--- src/hdl/cls_regs.vh ---
// Summary of operation
// - last_error_code sits in bits 2:0 of protocol_status, resets to 000 and shows the kind of the latest bus error.
// - a message received or transmitted without any error sets last_error_code to 0x0.
// - the device never produces code 111, and software may write 111 so that any later change shows a new bus event.
// - a stuff error (more than 5 equal bits in a row where stuffing forbids it) records code 0x1.
// - a form error in a fixed-format part of a received frame records code 0x2.
// - a transmitted message that no node acknowledges records code 0x3.
// - driving recessive but sampling dominant outside arbitration while transmitting records code 0x4.
// - driving dominant (ack bit, error flag and overload flag included) but sampling recessive records code 0x5.
// - during busoff recovery every run of 11 recessive bits writes code 0x5.
// - a received checksum that does not match the computed CRC records code 0x6.
// - transmit_success_flag sits in bit 3 of protocol_status, resets to 0 and is set by every successful transmission.
// - only a software write of zero clears transmit_success_flag, which then reads 0 until the next success.
// - a transmission counts as successful only if it was error free and acknowledged by another node.
// - device updates of last_error_code or transmit_success_flag raise a status-change interrupt when enabled.
// - reading protocol_status clears the pending status identifier 0x8000 of the interrupt identification register.
`ifndef CLS_REGS_VH
`define CLS_REGS_VH

`define CLS_ADR_CONTROL 32'h4005_0000
`define CLS_ADR_STATUS 32'h4005_0004
`define CLS_ADR_INT_ID 32'h4005_0010
`define CLS_ADR_IRQ_STATUS 32'h4005_0100
`define CLS_ADR_IRQ_MASK 32'h4005_0104

`define CLS_CTRL_SIE_BIT 2
`define CLS_STAT_TRANSMIT_SUCCESS_FLAG_BIT 3
`define CLS_LEC_MSB 2
`define CLS_LEC_LSB 0

`define CLS_LEC_NONE 3'h0
`define CLS_LEC_STUFF 3'h1
`define CLS_LEC_FORM 3'h2
`define CLS_LEC_ACK 3'h3
`define CLS_LEC_REC_MISMATCH 3'h4
`define CLS_LEC_DOM_MISMATCH 3'h5
`define CLS_LEC_CRC 3'h6
`define CLS_LEC_UNUSED 3'h7

`define CLS_INT_ID_STATUS 16'h8000
`define CLS_IRQ_LEC_BIT 0
`define CLS_IRQ_TRANSMIT_SUCCESS_FLAG_BIT 1
`define CLS_RESET_WORD 32'h0000_0000

`endif

--- src/hdl/cls_sticky_bit.v ---
`timescale 1ns/10ps
`default_nettype none
module cls_sticky_bit
(
  input wire clk_i, // controller clock
  input wire rst_i, // synchronous reset, high
  input wire set_i, // hardware event
  input wire clr_i, // clear request
  output reg flag_o // sticky flag
);

  // set wins so an event in the clearing cycle survives
  always @(posedge clk_i)
  begin
    if (rst_i)
      flag_o <= 1'b0;
    else if (set_i)
      flag_o <= 1'b1;
    else if (clr_i)
      flag_o <= 1'b0;
  end

endmodule // cls_sticky_bit
`default_nettype wire

--- src/hdl/cls_status.v ---
`timescale 1ns/10ps
`default_nettype none
`include "cls_regs.vh"
module cls_status
(
  input wire clk_i, // controller clock, 250 MHz
  input wire rst_i, // synchronous reset, high
  input wire wb_cyc_i, // wishbone cycle
  input wire wb_stb_i, // wishbone strobe
  input wire wb_we_i, // wishbone write
  input wire [31:0] wb_adr_i, // wishbone byte address
  input wire [3:0] wb_sel_i, // wishbone byte selects
  input wire [31:0] wb_dat_i, // wishbone write data
  output reg [31:0] wb_dat_o, // wishbone read data
  output reg wb_ack_o, // wishbone acknowledge
  input wire stuff_error_i, // pulse: stuff violation seen
  input wire form_error_i, // pulse: fixed-format field wrong
  input wire missing_acknowledge_i, // pulse: own frame not acked
  input wire recessive_drive_mismatch_i, // pulse: sent recessive, saw dominant
  input wire dominant_drive_mismatch_i, // pulse: sent dominant, saw recessive
  input wire checksum_mismatch_i, // pulse: crc wrong on reception
  input wire recovery_idle_run_i, // pulse: 11 recessive bits in busoff recovery
  input wire transfer_ok_i, // pulse: message rx or tx without error
  input wire tx_acked_ok_i, // pulse: own frame error free and acked
  output reg [2:0] last_error_code_o, // current code
  output reg transmit_success_flag_o, // current flag
  output reg irq_o // level interrupt, high
);

  wire req;
  wire wr;
  wire rd;
  wire wr_ctrl;
  wire wr_stat;
  wire wr_istat;
  wire wr_mask;
  wire any_error;
  wire dev_lec_upd;
  wire transmit_success_flag_set;
  wire status_event;
  wire transmit_success_flag_q;
  wire id_pending;
  wire [1:0] istat_q;
  reg [2:0] dev_code;
  reg sie_reg;
  reg [1:0] mask_reg;
  reg [2:0] lec_reg;
  reg [31:0] rdata_next;

  // single-cycle answer; the held request is not retaken while ack is up
  assign req = wb_cyc_i & wb_stb_i & ~wb_ack_o;
  assign wr = req & wb_we_i & wb_sel_i[0];
  assign rd = req & ~wb_we_i;
  assign wr_ctrl = wr & (wb_adr_i == `CLS_ADR_CONTROL);
  assign wr_stat = wr & (wb_adr_i == `CLS_ADR_STATUS);
  assign wr_istat = wr & (wb_adr_i == `CLS_ADR_IRQ_STATUS);
  assign wr_mask = wr & (wb_adr_i == `CLS_ADR_IRQ_MASK);

  assign any_error = stuff_error_i | form_error_i | missing_acknowledge_i | recessive_drive_mismatch_i
                   | dominant_drive_mismatch_i | checksum_mismatch_i | recovery_idle_run_i;
  assign dev_lec_upd = any_error | transfer_ok_i;
  assign transmit_success_flag_set = tx_acked_ok_i & ~any_error;
  assign status_event = sie_reg & (dev_lec_upd | transmit_success_flag_set);

  // the protocol engine flags one error per bit time; the order only breaks ties
  always @*
  begin
    dev_code = `CLS_LEC_NONE;
    if (stuff_error_i)
      dev_code = `CLS_LEC_STUFF;
    else if (form_error_i)
      dev_code = `CLS_LEC_FORM;
    else if (missing_acknowledge_i)
      dev_code = `CLS_LEC_ACK;
    else if (recessive_drive_mismatch_i)
      dev_code = `CLS_LEC_REC_MISMATCH;
    else if (dominant_drive_mismatch_i | recovery_idle_run_i)
      dev_code = `CLS_LEC_DOM_MISMATCH;
    else if (checksum_mismatch_i)
      dev_code = `CLS_LEC_CRC;
  end

  always @(posedge clk_i)
  begin
    if (rst_i)
      lec_reg <= `CLS_LEC_NONE;
    else if (dev_lec_upd)
      lec_reg <= dev_code; // never 111 from here
    else if (wr_stat)
      lec_reg <= wb_dat_i[`CLS_LEC_MSB:`CLS_LEC_LSB];
  end

  always @(posedge clk_i)
  begin
    if (rst_i)
    begin
      sie_reg <= 1'b0;
      mask_reg <= 2'b00;
    end
    else
    begin
      if (wr_ctrl)
        sie_reg <= wb_dat_i[`CLS_CTRL_SIE_BIT];
      if (wr_mask)
        mask_reg <= wb_dat_i[1:0];
    end
  end

  // writing a one leaves the flag alone; only a zero clears it
  cls_sticky_bit u_transmit_success_flag
  (
    .clk_i(clk_i),
    .rst_i(rst_i),
    .set_i(transmit_success_flag_set),
    .clr_i(wr_stat & ~wb_dat_i[`CLS_STAT_TRANSMIT_SUCCESS_FLAG_BIT]),
    .flag_o(transmit_success_flag_q)
  );

  cls_sticky_bit u_id_pending
  (
    .clk_i(clk_i),
    .rst_i(rst_i),
    .set_i(status_event),
    .clr_i(rd & (wb_adr_i == `CLS_ADR_STATUS)),
    .flag_o(id_pending)
  );

  cls_sticky_bit u_irq_lec
  (
    .clk_i(clk_i),
    .rst_i(rst_i),
    .set_i(dev_lec_upd),
    .clr_i(wr_istat & wb_dat_i[`CLS_IRQ_LEC_BIT]),
    .flag_o(istat_q[`CLS_IRQ_LEC_BIT])
  );

  cls_sticky_bit u_irq_transmit_success_flag
  (
    .clk_i(clk_i),
    .rst_i(rst_i),
    .set_i(transmit_success_flag_set),
    .clr_i(wr_istat & wb_dat_i[`CLS_IRQ_TRANSMIT_SUCCESS_FLAG_BIT]),
    .flag_o(istat_q[`CLS_IRQ_TRANSMIT_SUCCESS_FLAG_BIT])
  );

  always @*
  begin
    rdata_next = `CLS_RESET_WORD;
    if (wb_adr_i == `CLS_ADR_CONTROL)
      rdata_next[`CLS_CTRL_SIE_BIT] = sie_reg;
    else if (wb_adr_i == `CLS_ADR_STATUS)
    begin
      rdata_next[`CLS_LEC_MSB:`CLS_LEC_LSB] = lec_reg;
      rdata_next[`CLS_STAT_TRANSMIT_SUCCESS_FLAG_BIT] = transmit_success_flag_q;
    end
    else if (wb_adr_i == `CLS_ADR_INT_ID)
      rdata_next[15:0] = id_pending ? `CLS_INT_ID_STATUS : 16'h0000;
    else if (wb_adr_i == `CLS_ADR_IRQ_STATUS)
      rdata_next[1:0] = istat_q;
    else if (wb_adr_i == `CLS_ADR_IRQ_MASK)
      rdata_next[1:0] = mask_reg;
  end

  always @(posedge clk_i)
  begin
    if (rst_i)
    begin
      wb_ack_o <= 1'b0;
      wb_dat_o <= `CLS_RESET_WORD;
      last_error_code_o <= `CLS_LEC_NONE;
      transmit_success_flag_o <= 1'b0;
      irq_o <= 1'b0;
    end
    else
    begin
      wb_ack_o <= req;
      if (rd)
        wb_dat_o <= rdata_next;
      last_error_code_o <= lec_reg;
      transmit_success_flag_o <= transmit_success_flag_q;
      // one cycle behind the sticky bits, keeps the pin glitch free
      irq_o <= |(istat_q & mask_reg);
    end
  end

endmodule // cls_status
`default_nettype wire

--- config.mk ---
export PLATFORM = sky130hd
export DESIGN_NAME = cls_status
export DESIGN_NICKNAME = d
export VERILOG_FILES = /design/src/hdl/cls_sticky_bit.v /design/src/hdl/cls_status.v
export VERILOG_INCLUDE_DIRS = /design/src /design/src/hdl
export SDC_FILE = /design/constraint.sdc
export NUM_CORES = 1
export LEC_CHECK = 0
export ABC_AREA = 1
export BUFFER_PORTS_ARGS = -buffer_cell sky130_fd_sc_hd__buf_2
export CAP_MARGIN = 5
export CORE_MARGIN = 3
export CORE_UTILIZATION = 35
export CTS_CLUSTER_DIAMETER = 50
export DETAILED_ROUTE_END_ITERATION = 7
export PLACE_DENSITY = 0.73
export SYNTH_ARGS = -nofsm -noshare
export SYNTH_HDL_FRONTEND = slang
export SYNTH_SLANG_ARGS = --single-unit
--- constraint.sdc ---
create_clock -name clk_i -period 2.1 [get_ports clk_i]
set_input_delay 0.21 -clock clk_i [delete_from_list [all_inputs] [get_ports clk_i]]
set_output_delay 0.21 -clock clk_i [all_outputs]
set_load 0.02 [all_outputs]
-- Word level (Yosys, flattened, before mapping)
Index checks and enable logic that the tools add are counted.
- eq/ne operators: 5
- mux-type cells: 26
- bitwise logic cells: 29
- reduce and logical (&&, ||, !) cells: 6
- operators by type and width (cell ; count):
    == test 32 x 31 -> 1 bit (second input constant) ; 5
    2-to-1 mux 3 bit ; 8
    2-to-1 mux 16 bit ; 1
    AND 1 bit ; 15
    2-to-1 mux 14 bit ; 1
    2-to-1 mux 13 bit ; 1
    2-to-1 mux 12 bit ; 1
    nonzero test 2 bit ; 5
    2-to-1 mux 1 bit ; 9
    OR 1 bit ; 9
    2-to-1 mux 2 bit ; 4
    2-to-1 mux 4 bit ; 1
    NOT 1 bit ; 4
    AND 2 bit ; 1
    OR reduction 2 bit ; 1
- flip-flop bits (word level): 32
- output and inout port bits: 38

-- Logic depth before layout (Yosys ltp)
Gate-level depths: netlist of the first run.
- depth in word-level cells: 11
- gate-level depth with buffers: 11
- mapped depth without buffers: 10

-- By module
From an unflattened synthesis of the first run, not the netlist that was laid out.
- cells, all modules: 233
- area, all modules: 1530.2 sq um
- by module, submodules not included (module ; times used ; cells an instance ; area an instance (sq um) ; sequential area each (sq um)):
    cls_status ; 1 ; 213 ; 1370.1 ; 340.3
    cls_sticky_bit ; 4 ; 5 ; 40.0 ; 20.0

-- Least setup slack after synthesis of the first run
No wires, ideal clock.
- kind: flip-flop to flip-flop
- start: reg wb_ack_o
- end: reg mask_reg[0]
- library setup time: 0.064 ns
- arrival time: 1.183 ns
- required time: 2.036 ns
- setup slack: 0.853 ns
- stages on the path, launching flop included: 7
- buffers on the path: 0
- period minus slack after synthesis: 1.247 ns
- cell sequence: dfxtp_1 -> nand3b_4 -> nor2_4 -> inv_1 -> nor4_1 -> nor2_1 -> nor2_1
- cells in the longest elaborated chain, start to end: 5
- ends and longest elaborated chain (what ; line ; RTL):
    start: declaration ; cls_status.v:15 ; output reg wb_ack_o,
    start signal: assignment ; cls_status.v:176 ; wb_ack_o <= req;
    NOT 1 bit ; cls_status.v:51 ; assign req = wb_cyc_i & wb_stb_i & ~wb_ack_o;
    AND 1 bit ; cls_status.v:51 ;
    AND 1 bit (2 in a row) ; cls_status.v:52 ; assign wr = req & wb_we_i & wb_sel_i[0];
    AND 1 bit ; cls_status.v:57 ; assign wr_mask = wr & (wb_adr_i == `CLS_ADR_IRQ_MASK);
    end signal: assignment ; cls_status.v:105 ; mask_reg <= wb_dat_i[1:0];
    end: declaration ; cls_status.v:46 ; reg [1:0] mask_reg;
Every way passes these cells.
A chain may end at the register's enable or synchronous reset.

-- Worst setup path in the final report of the first run
Same ends and word-level chain as after synthesis.

==> results of run 1 <==
## layout make-up
class / count / area, um2 / share of cell area [%]
clock inverter: 1 / 7.51 / 0.418
sequential: 21 / 420 / 23.4
inverter: 42 / 158 / 8.79
tap: 50 / 62.6 / 3.49
timing repair buffer: 62 / 313 / 17.4
multi-input combinational: 174 / 792 / 44.1
clock buffer: 3 / 41.3 / 2.30
## power breakdown
group          total, mW  internal, mW  switching, mW
logic              0.168        0.0574          0.111
clock network      0.270         0.134          0.135
registers          0.410         0.406        0.00428
total              0.848         0.598          0.251
## worst min-delay path: cells and delay by family
kind            cells  cell delay, ns
compound gates      1            0.07
buf+inv             1            0.08
simple gates        1            0.05
## cells in the mapped netlist (all sizes together)
master | instances | area [um2]
nand2 | 48 | 190
nor2 | 44 | 188
inv | 41 | 154
buf | 28 | 214
dfxtp | 21 | 420
nand3 | 21 | 105
a21oi | 10 | 50.1
o21ai | 8 | 40.0
nand4 | 6 | 37.5
nor3 | 3 | 20.0
a31oi | 2 | 12.5
nor4 | 2 | 12.5
clkbuf | 1 | 3.75
clkinv | 1 | 3.75
conb | 1 | 3.75
nand3b | 1 | 20.0
o211ai | 1 | 7.51
o31ai | 1 | 7.51
## layer usage
layer | global-route usage, % | vias to the layer above
met3 | 3.37 | 8
met4 | 4.80 | 0
met1 | 15.7 | 651
met2 | 23.9 | 59
li1 | - | 820
met5 | 0 | -
## logic make-up (layout without fill, tap and decap cells)
family,after synthesis,in the layout
and+or+nand+nor,125,125
buffers and inverters,71,108
AOI/OAI and AO/OA,22,22
DFF,21,21
other,1,27
## stage by stage
| step | setup WS, ns | std cells | hold WS (ns) | area, um2 |
|---|---|---|---|---|
| after floorplan | 0.853 | 266 | 0.294 | 1590 |
| after global placement | 0.622 | 349 | 0.444 | 1750 |
| after detailed placement | 0.570 | 349 | 0.445 | 1750 |
| after CTS | 0.763 | 353 | 0.170 | 1790 |
| after global routing | 0.583 | 353 | 0.218 | 1790 |
| final | 0.752 | 353 | 0.170 | 1790 |
## worst max-delay path by stage
stage	from	end	depth (start not counted)
final	wb_ack_o	mask_reg[0]	6
after global routing	wb_ack_o	mask_reg[0]	6
after CTS	wb_ack_o	mask_reg[0]	6
after detailed placement	wb_adr_i[20]	lec_reg[2]	11
after global placement	wb_adr_i[20]	lec_reg[2]	11
after floorplan	wb_ack_o	mask_reg[0]	6
==> metrics.cfg, run 1 <==
[run_status]
status = complete, no violations

[drt]
drcViolationCount = 0
routed-wl-met3_um = 272
ant_nets = 0
routed_via_density = 4.36
wl_met2_mm = 1.67
avgRoutedWirePerCell_um = 9.57
first_pass_iters = 4
via_count = 1538
m1WireLength_mm = 1.37
first_iter_violations = 40
dr.max_layer_used = met4
wl_mm = 3.38

[clock_network]
worstSkewPairLatency_ns = 0.27
cts_tree = yes
post_cts_resized = 0
cts_made_buffers = 3
clock-sinks = 21
htree_num_levels = 1
cts_setup_buffers = 0
cts-root-buf = clkbuf_8
cts_max_path_buffers = 2
clk_pin_slew_ns = 0.08
holdBufCountCts = 0

[worst_hold_path]
holdPathStages = 3
min-delay-path-class = input pin to flip-flop
min_from = wb_dat_i[3]
hold_path_end = u_transmit_success_flag.flag_o

[global_routing]
grt_antenna_before_repair = 0
grt.overflow.total = 0
grt_pass1_vias = 1405
gr-usage-all-layers_pct = 13.5
grt_start_max_net_pins = 16
grt_pass1_wl_mm = 5.64

[final_layout]
area_growth_pct = 20.4
n_fill_cell = 443
finish.utilization_pct = 44.2
nNetsFinal = 386
diodes = 0
largest_register_ff_count = 5
final_common_cell = buf_2
drive_above_1_share_pct = 26.7
final_cell_mix = 61 x buf_2, 44 x nand2_1, 39 x nor2_1

[critical_path]
crit_arrival_ns = 1.55
slowest_stage = nor4_1
rrSetupSlack_ns = 0.75
r2r_end = mask_reg[0]
critPathLaunchType = flip-flop
crit_type = flip-flop to flip-flop
critPathMaxStageDelay_ns = 0.34
cp_top_family = simple AND/OR/NAND/NOR gates
r2r-start = wb_ack_o
reg2regPathDepth = 6
cp_common_cell = nor2_1
cp-end-kind = flip-flop
crit_chain = nand3b_4, nor2_4, inv_1, nor4_1, nor2_1, nor2_1
cp.required_ns = 2.30
worstPathMaxFanout = 7
path_buf_inv = 1

[die]
start_util_pct = 36.7
chipWidth_um = 71.3
die_area_um2 = 5080
coreArea_um2 = 4060
boundaryPins = 120
num_rows = 23
die_h_um = 71.3

[sta]
min_period_over_period_pct = 64.2
period_needed_ns = 1.35
setup_viol = 0
max_freq_mhz = 742
tns_ns = 0
rsz0062_at_grt = no
worst_clock_skew_ns = 0.00686
hold_viol_final = 0
slew_viol_final = 0

[yosys]
yosys_warnings = 0
synth-seq-cells = 21
synth_seq_area_share_pct = 28.2
synth_top_family_by_area = simple AND/OR/NAND/NOR gates
syn_inst = 240
synth-simple-area-share_pct = 38.5
synth_compound_area_share_pct = 7.89
synthAdderAreaFrac_pct = 0
synth_xor_area_share_pct = 0
syn_area_per_cell_um2 = 6.21
ys_types = 25
synth_area_um2 = 1490
synthMuxAreaShare_pct = 0

[pwr]
peakVddDrop_v = 0.000294
finalPower_uw = 848
power_density_nw_per_um2 = 473
p_leak_nw = 0.968

[placement]
portBuffers = 61
finalWeightedCongestion = 0.854
hpwl_mm = 2.89

[run]
maxCapViolations = 0

Power figures use the tool's default switching activity.
==> run 2, diff against run 1 <==
- clock period: 2.1 -> 1.27 ns (I/O delays scaled with it)
==> run 2 against run 1 <==
Effect of this change: routed wire length increased by 5.2%; sequential power grew 66%; combinational power increased by 79%; power up 66%; sequential share of layout area shrank 2.0 points; core utilization rose by 4.1 points.
==> metrics.cfg, run 2 (synthesis results as in run 1) <==
[run_status]
status = complete, no violations

[die]
coreArea_um2 = 4060
start_util_pct = 36.7
die_h_um = 71.3
die_area_um2 = 5080
boundaryPins = 120
chipWidth_um = 71.3
num_rows = 23

[sta]
tns_ns = 0
slew_viol_final = 0
max_freq_mhz = 860
setup_viol = 0
worst_clock_skew_ns = 0.00205
period_needed_ns = 1.16
min_period_over_period_pct = 91.5
worst_slack_ns = 0.107
hold_viol_final = 0
rsz0062_at_grt = yes
finalHoldWorstSlack_ns = 0.100

[critical_path]
worstPathMaxFanout = 5
crit_arrival_ns = 1.31
crit_type = flip-flop to flip-flop
cp-end-kind = flip-flop
cp.required_ns = 1.42
critPathLaunchType = flip-flop

[drt]
ant_nets = 0
drcViolationCount = 0
first_pass_iters = 4
routed_via_density = 4.27
first_iter_violations = 93
avgRoutedWirePerCell_um = 9.55
via_count = 1587
wl_mm = 3.55

[placement]
hpwl_mm = 3.06
dpl-instance-area_um2 = 1890
finalWeightedCongestion = 0.847
portBuffers = 61
post-place-ws_ns = -0.114

[clock_network]
cts_made_buffers = 3
cts_setup_buffers = 0
htree_num_levels = 1
cts-root-buf = clkbuf_8
clk_pin_slew_ns = 0.07
cts_tree = yes
clock-sinks = 21
worstSkewPairLatency_ns = 0.26
cts_max_path_buffers = 2

[global_routing]
grt_pass1_vias = 1505
grt_antenna_before_repair = 0
grt.overflow.total = 0
grt_start_max_net_pins = 16
gr-usage-all-layers_pct = 13.9
grt_pass1_wl_mm = 5.87

[final_layout]
final_design_area_no_fill_um2 = 1960
largest_register_ff_count = 5
final_cell_mix = 61 x buf_2, 44 x nand2_1, 39 x nor2_1
drive_above_1_share_pct = 32.0
nNetsFinal = 405
n_fill_cell = 459
diodes = 0
final_common_cell = buf_2
area_growth_pct = 31.5

[run]
maxCapViolations = 0

[pwr]
power_density_nw_per_um2 = 719
peakVddDrop_v = 0.000473
p_leak_nw = 1.08

[worst_hold_path]
min-delay-path-class = input pin to flip-flop

run 2: through the flow:
step	utilization (%)	power [mW]	std cells
after detailed placement	46.5	0.994	368
after global routing	48.3	1.48	372
after CTS	47.7	1.42	372
final	48.3	1.41	372
after floorplan	-	0.926	266
after global placement	46.5	0.987	368
run 2: path summary, 6_finish.rpt:
path | endpoint | slack, ns | depth (start not counted) | start
min reg2reg | last_error_code_o[2] | 0.46 | 2 | lec_reg[2]
max | u_transmit_success_flag.flag_o | 0.11 | 6 | wb_ack_o
min | u_transmit_success_flag.flag_o | 0.10 | 3 | wb_dat_i[3]
max reg2reg | u_transmit_success_flag.flag_o | 0.11 | 6 | wb_ack_o
run 2: critical path: stages (launching register included):
cell and delay, ns:
dfxtp_1 0.31, nand3b_4 0.17, nor2_4 0.13, buf_4 0.15, nand3_1 0.08, o21ai_0 0.15, nand2_1 0.06
run 2: power by group:
group          internal (mW)  switching, mW
Combinational          0.112          0.190
Sequential             0.671        0.00732
Clock                  0.218          0.210
run 2: layer usage:
metal | global-route usage [%] | up-vias | wire length [um]
li1 | - | 855 | -
met1 | 17.2 | 681 | 1480
met2 | 25.2 | 49 | 1830
met3 | 3.09 | 2 | 226
met4 | 2.09 | 0 | 17
met5 | 0 | - | 0
run 2: area by class of cell:
cell class              instances  area (um2)  area share [%]
flip-flops and latches         21         420            21.5
multi-input cells             174         817            41.7
well taps                      50        62.6            3.19
inverters                      42         158            8.05
repair buffers                 81         455            23.2
clock inverters                 1        5.00           0.255
clock buffers                   3        41.3            2.11
run 2: timing repair:
item | CTS | global route
resized for setup | 0 | 5
hold buffers | 0 | 0
endpoints found under the setup margin | 0 | 3
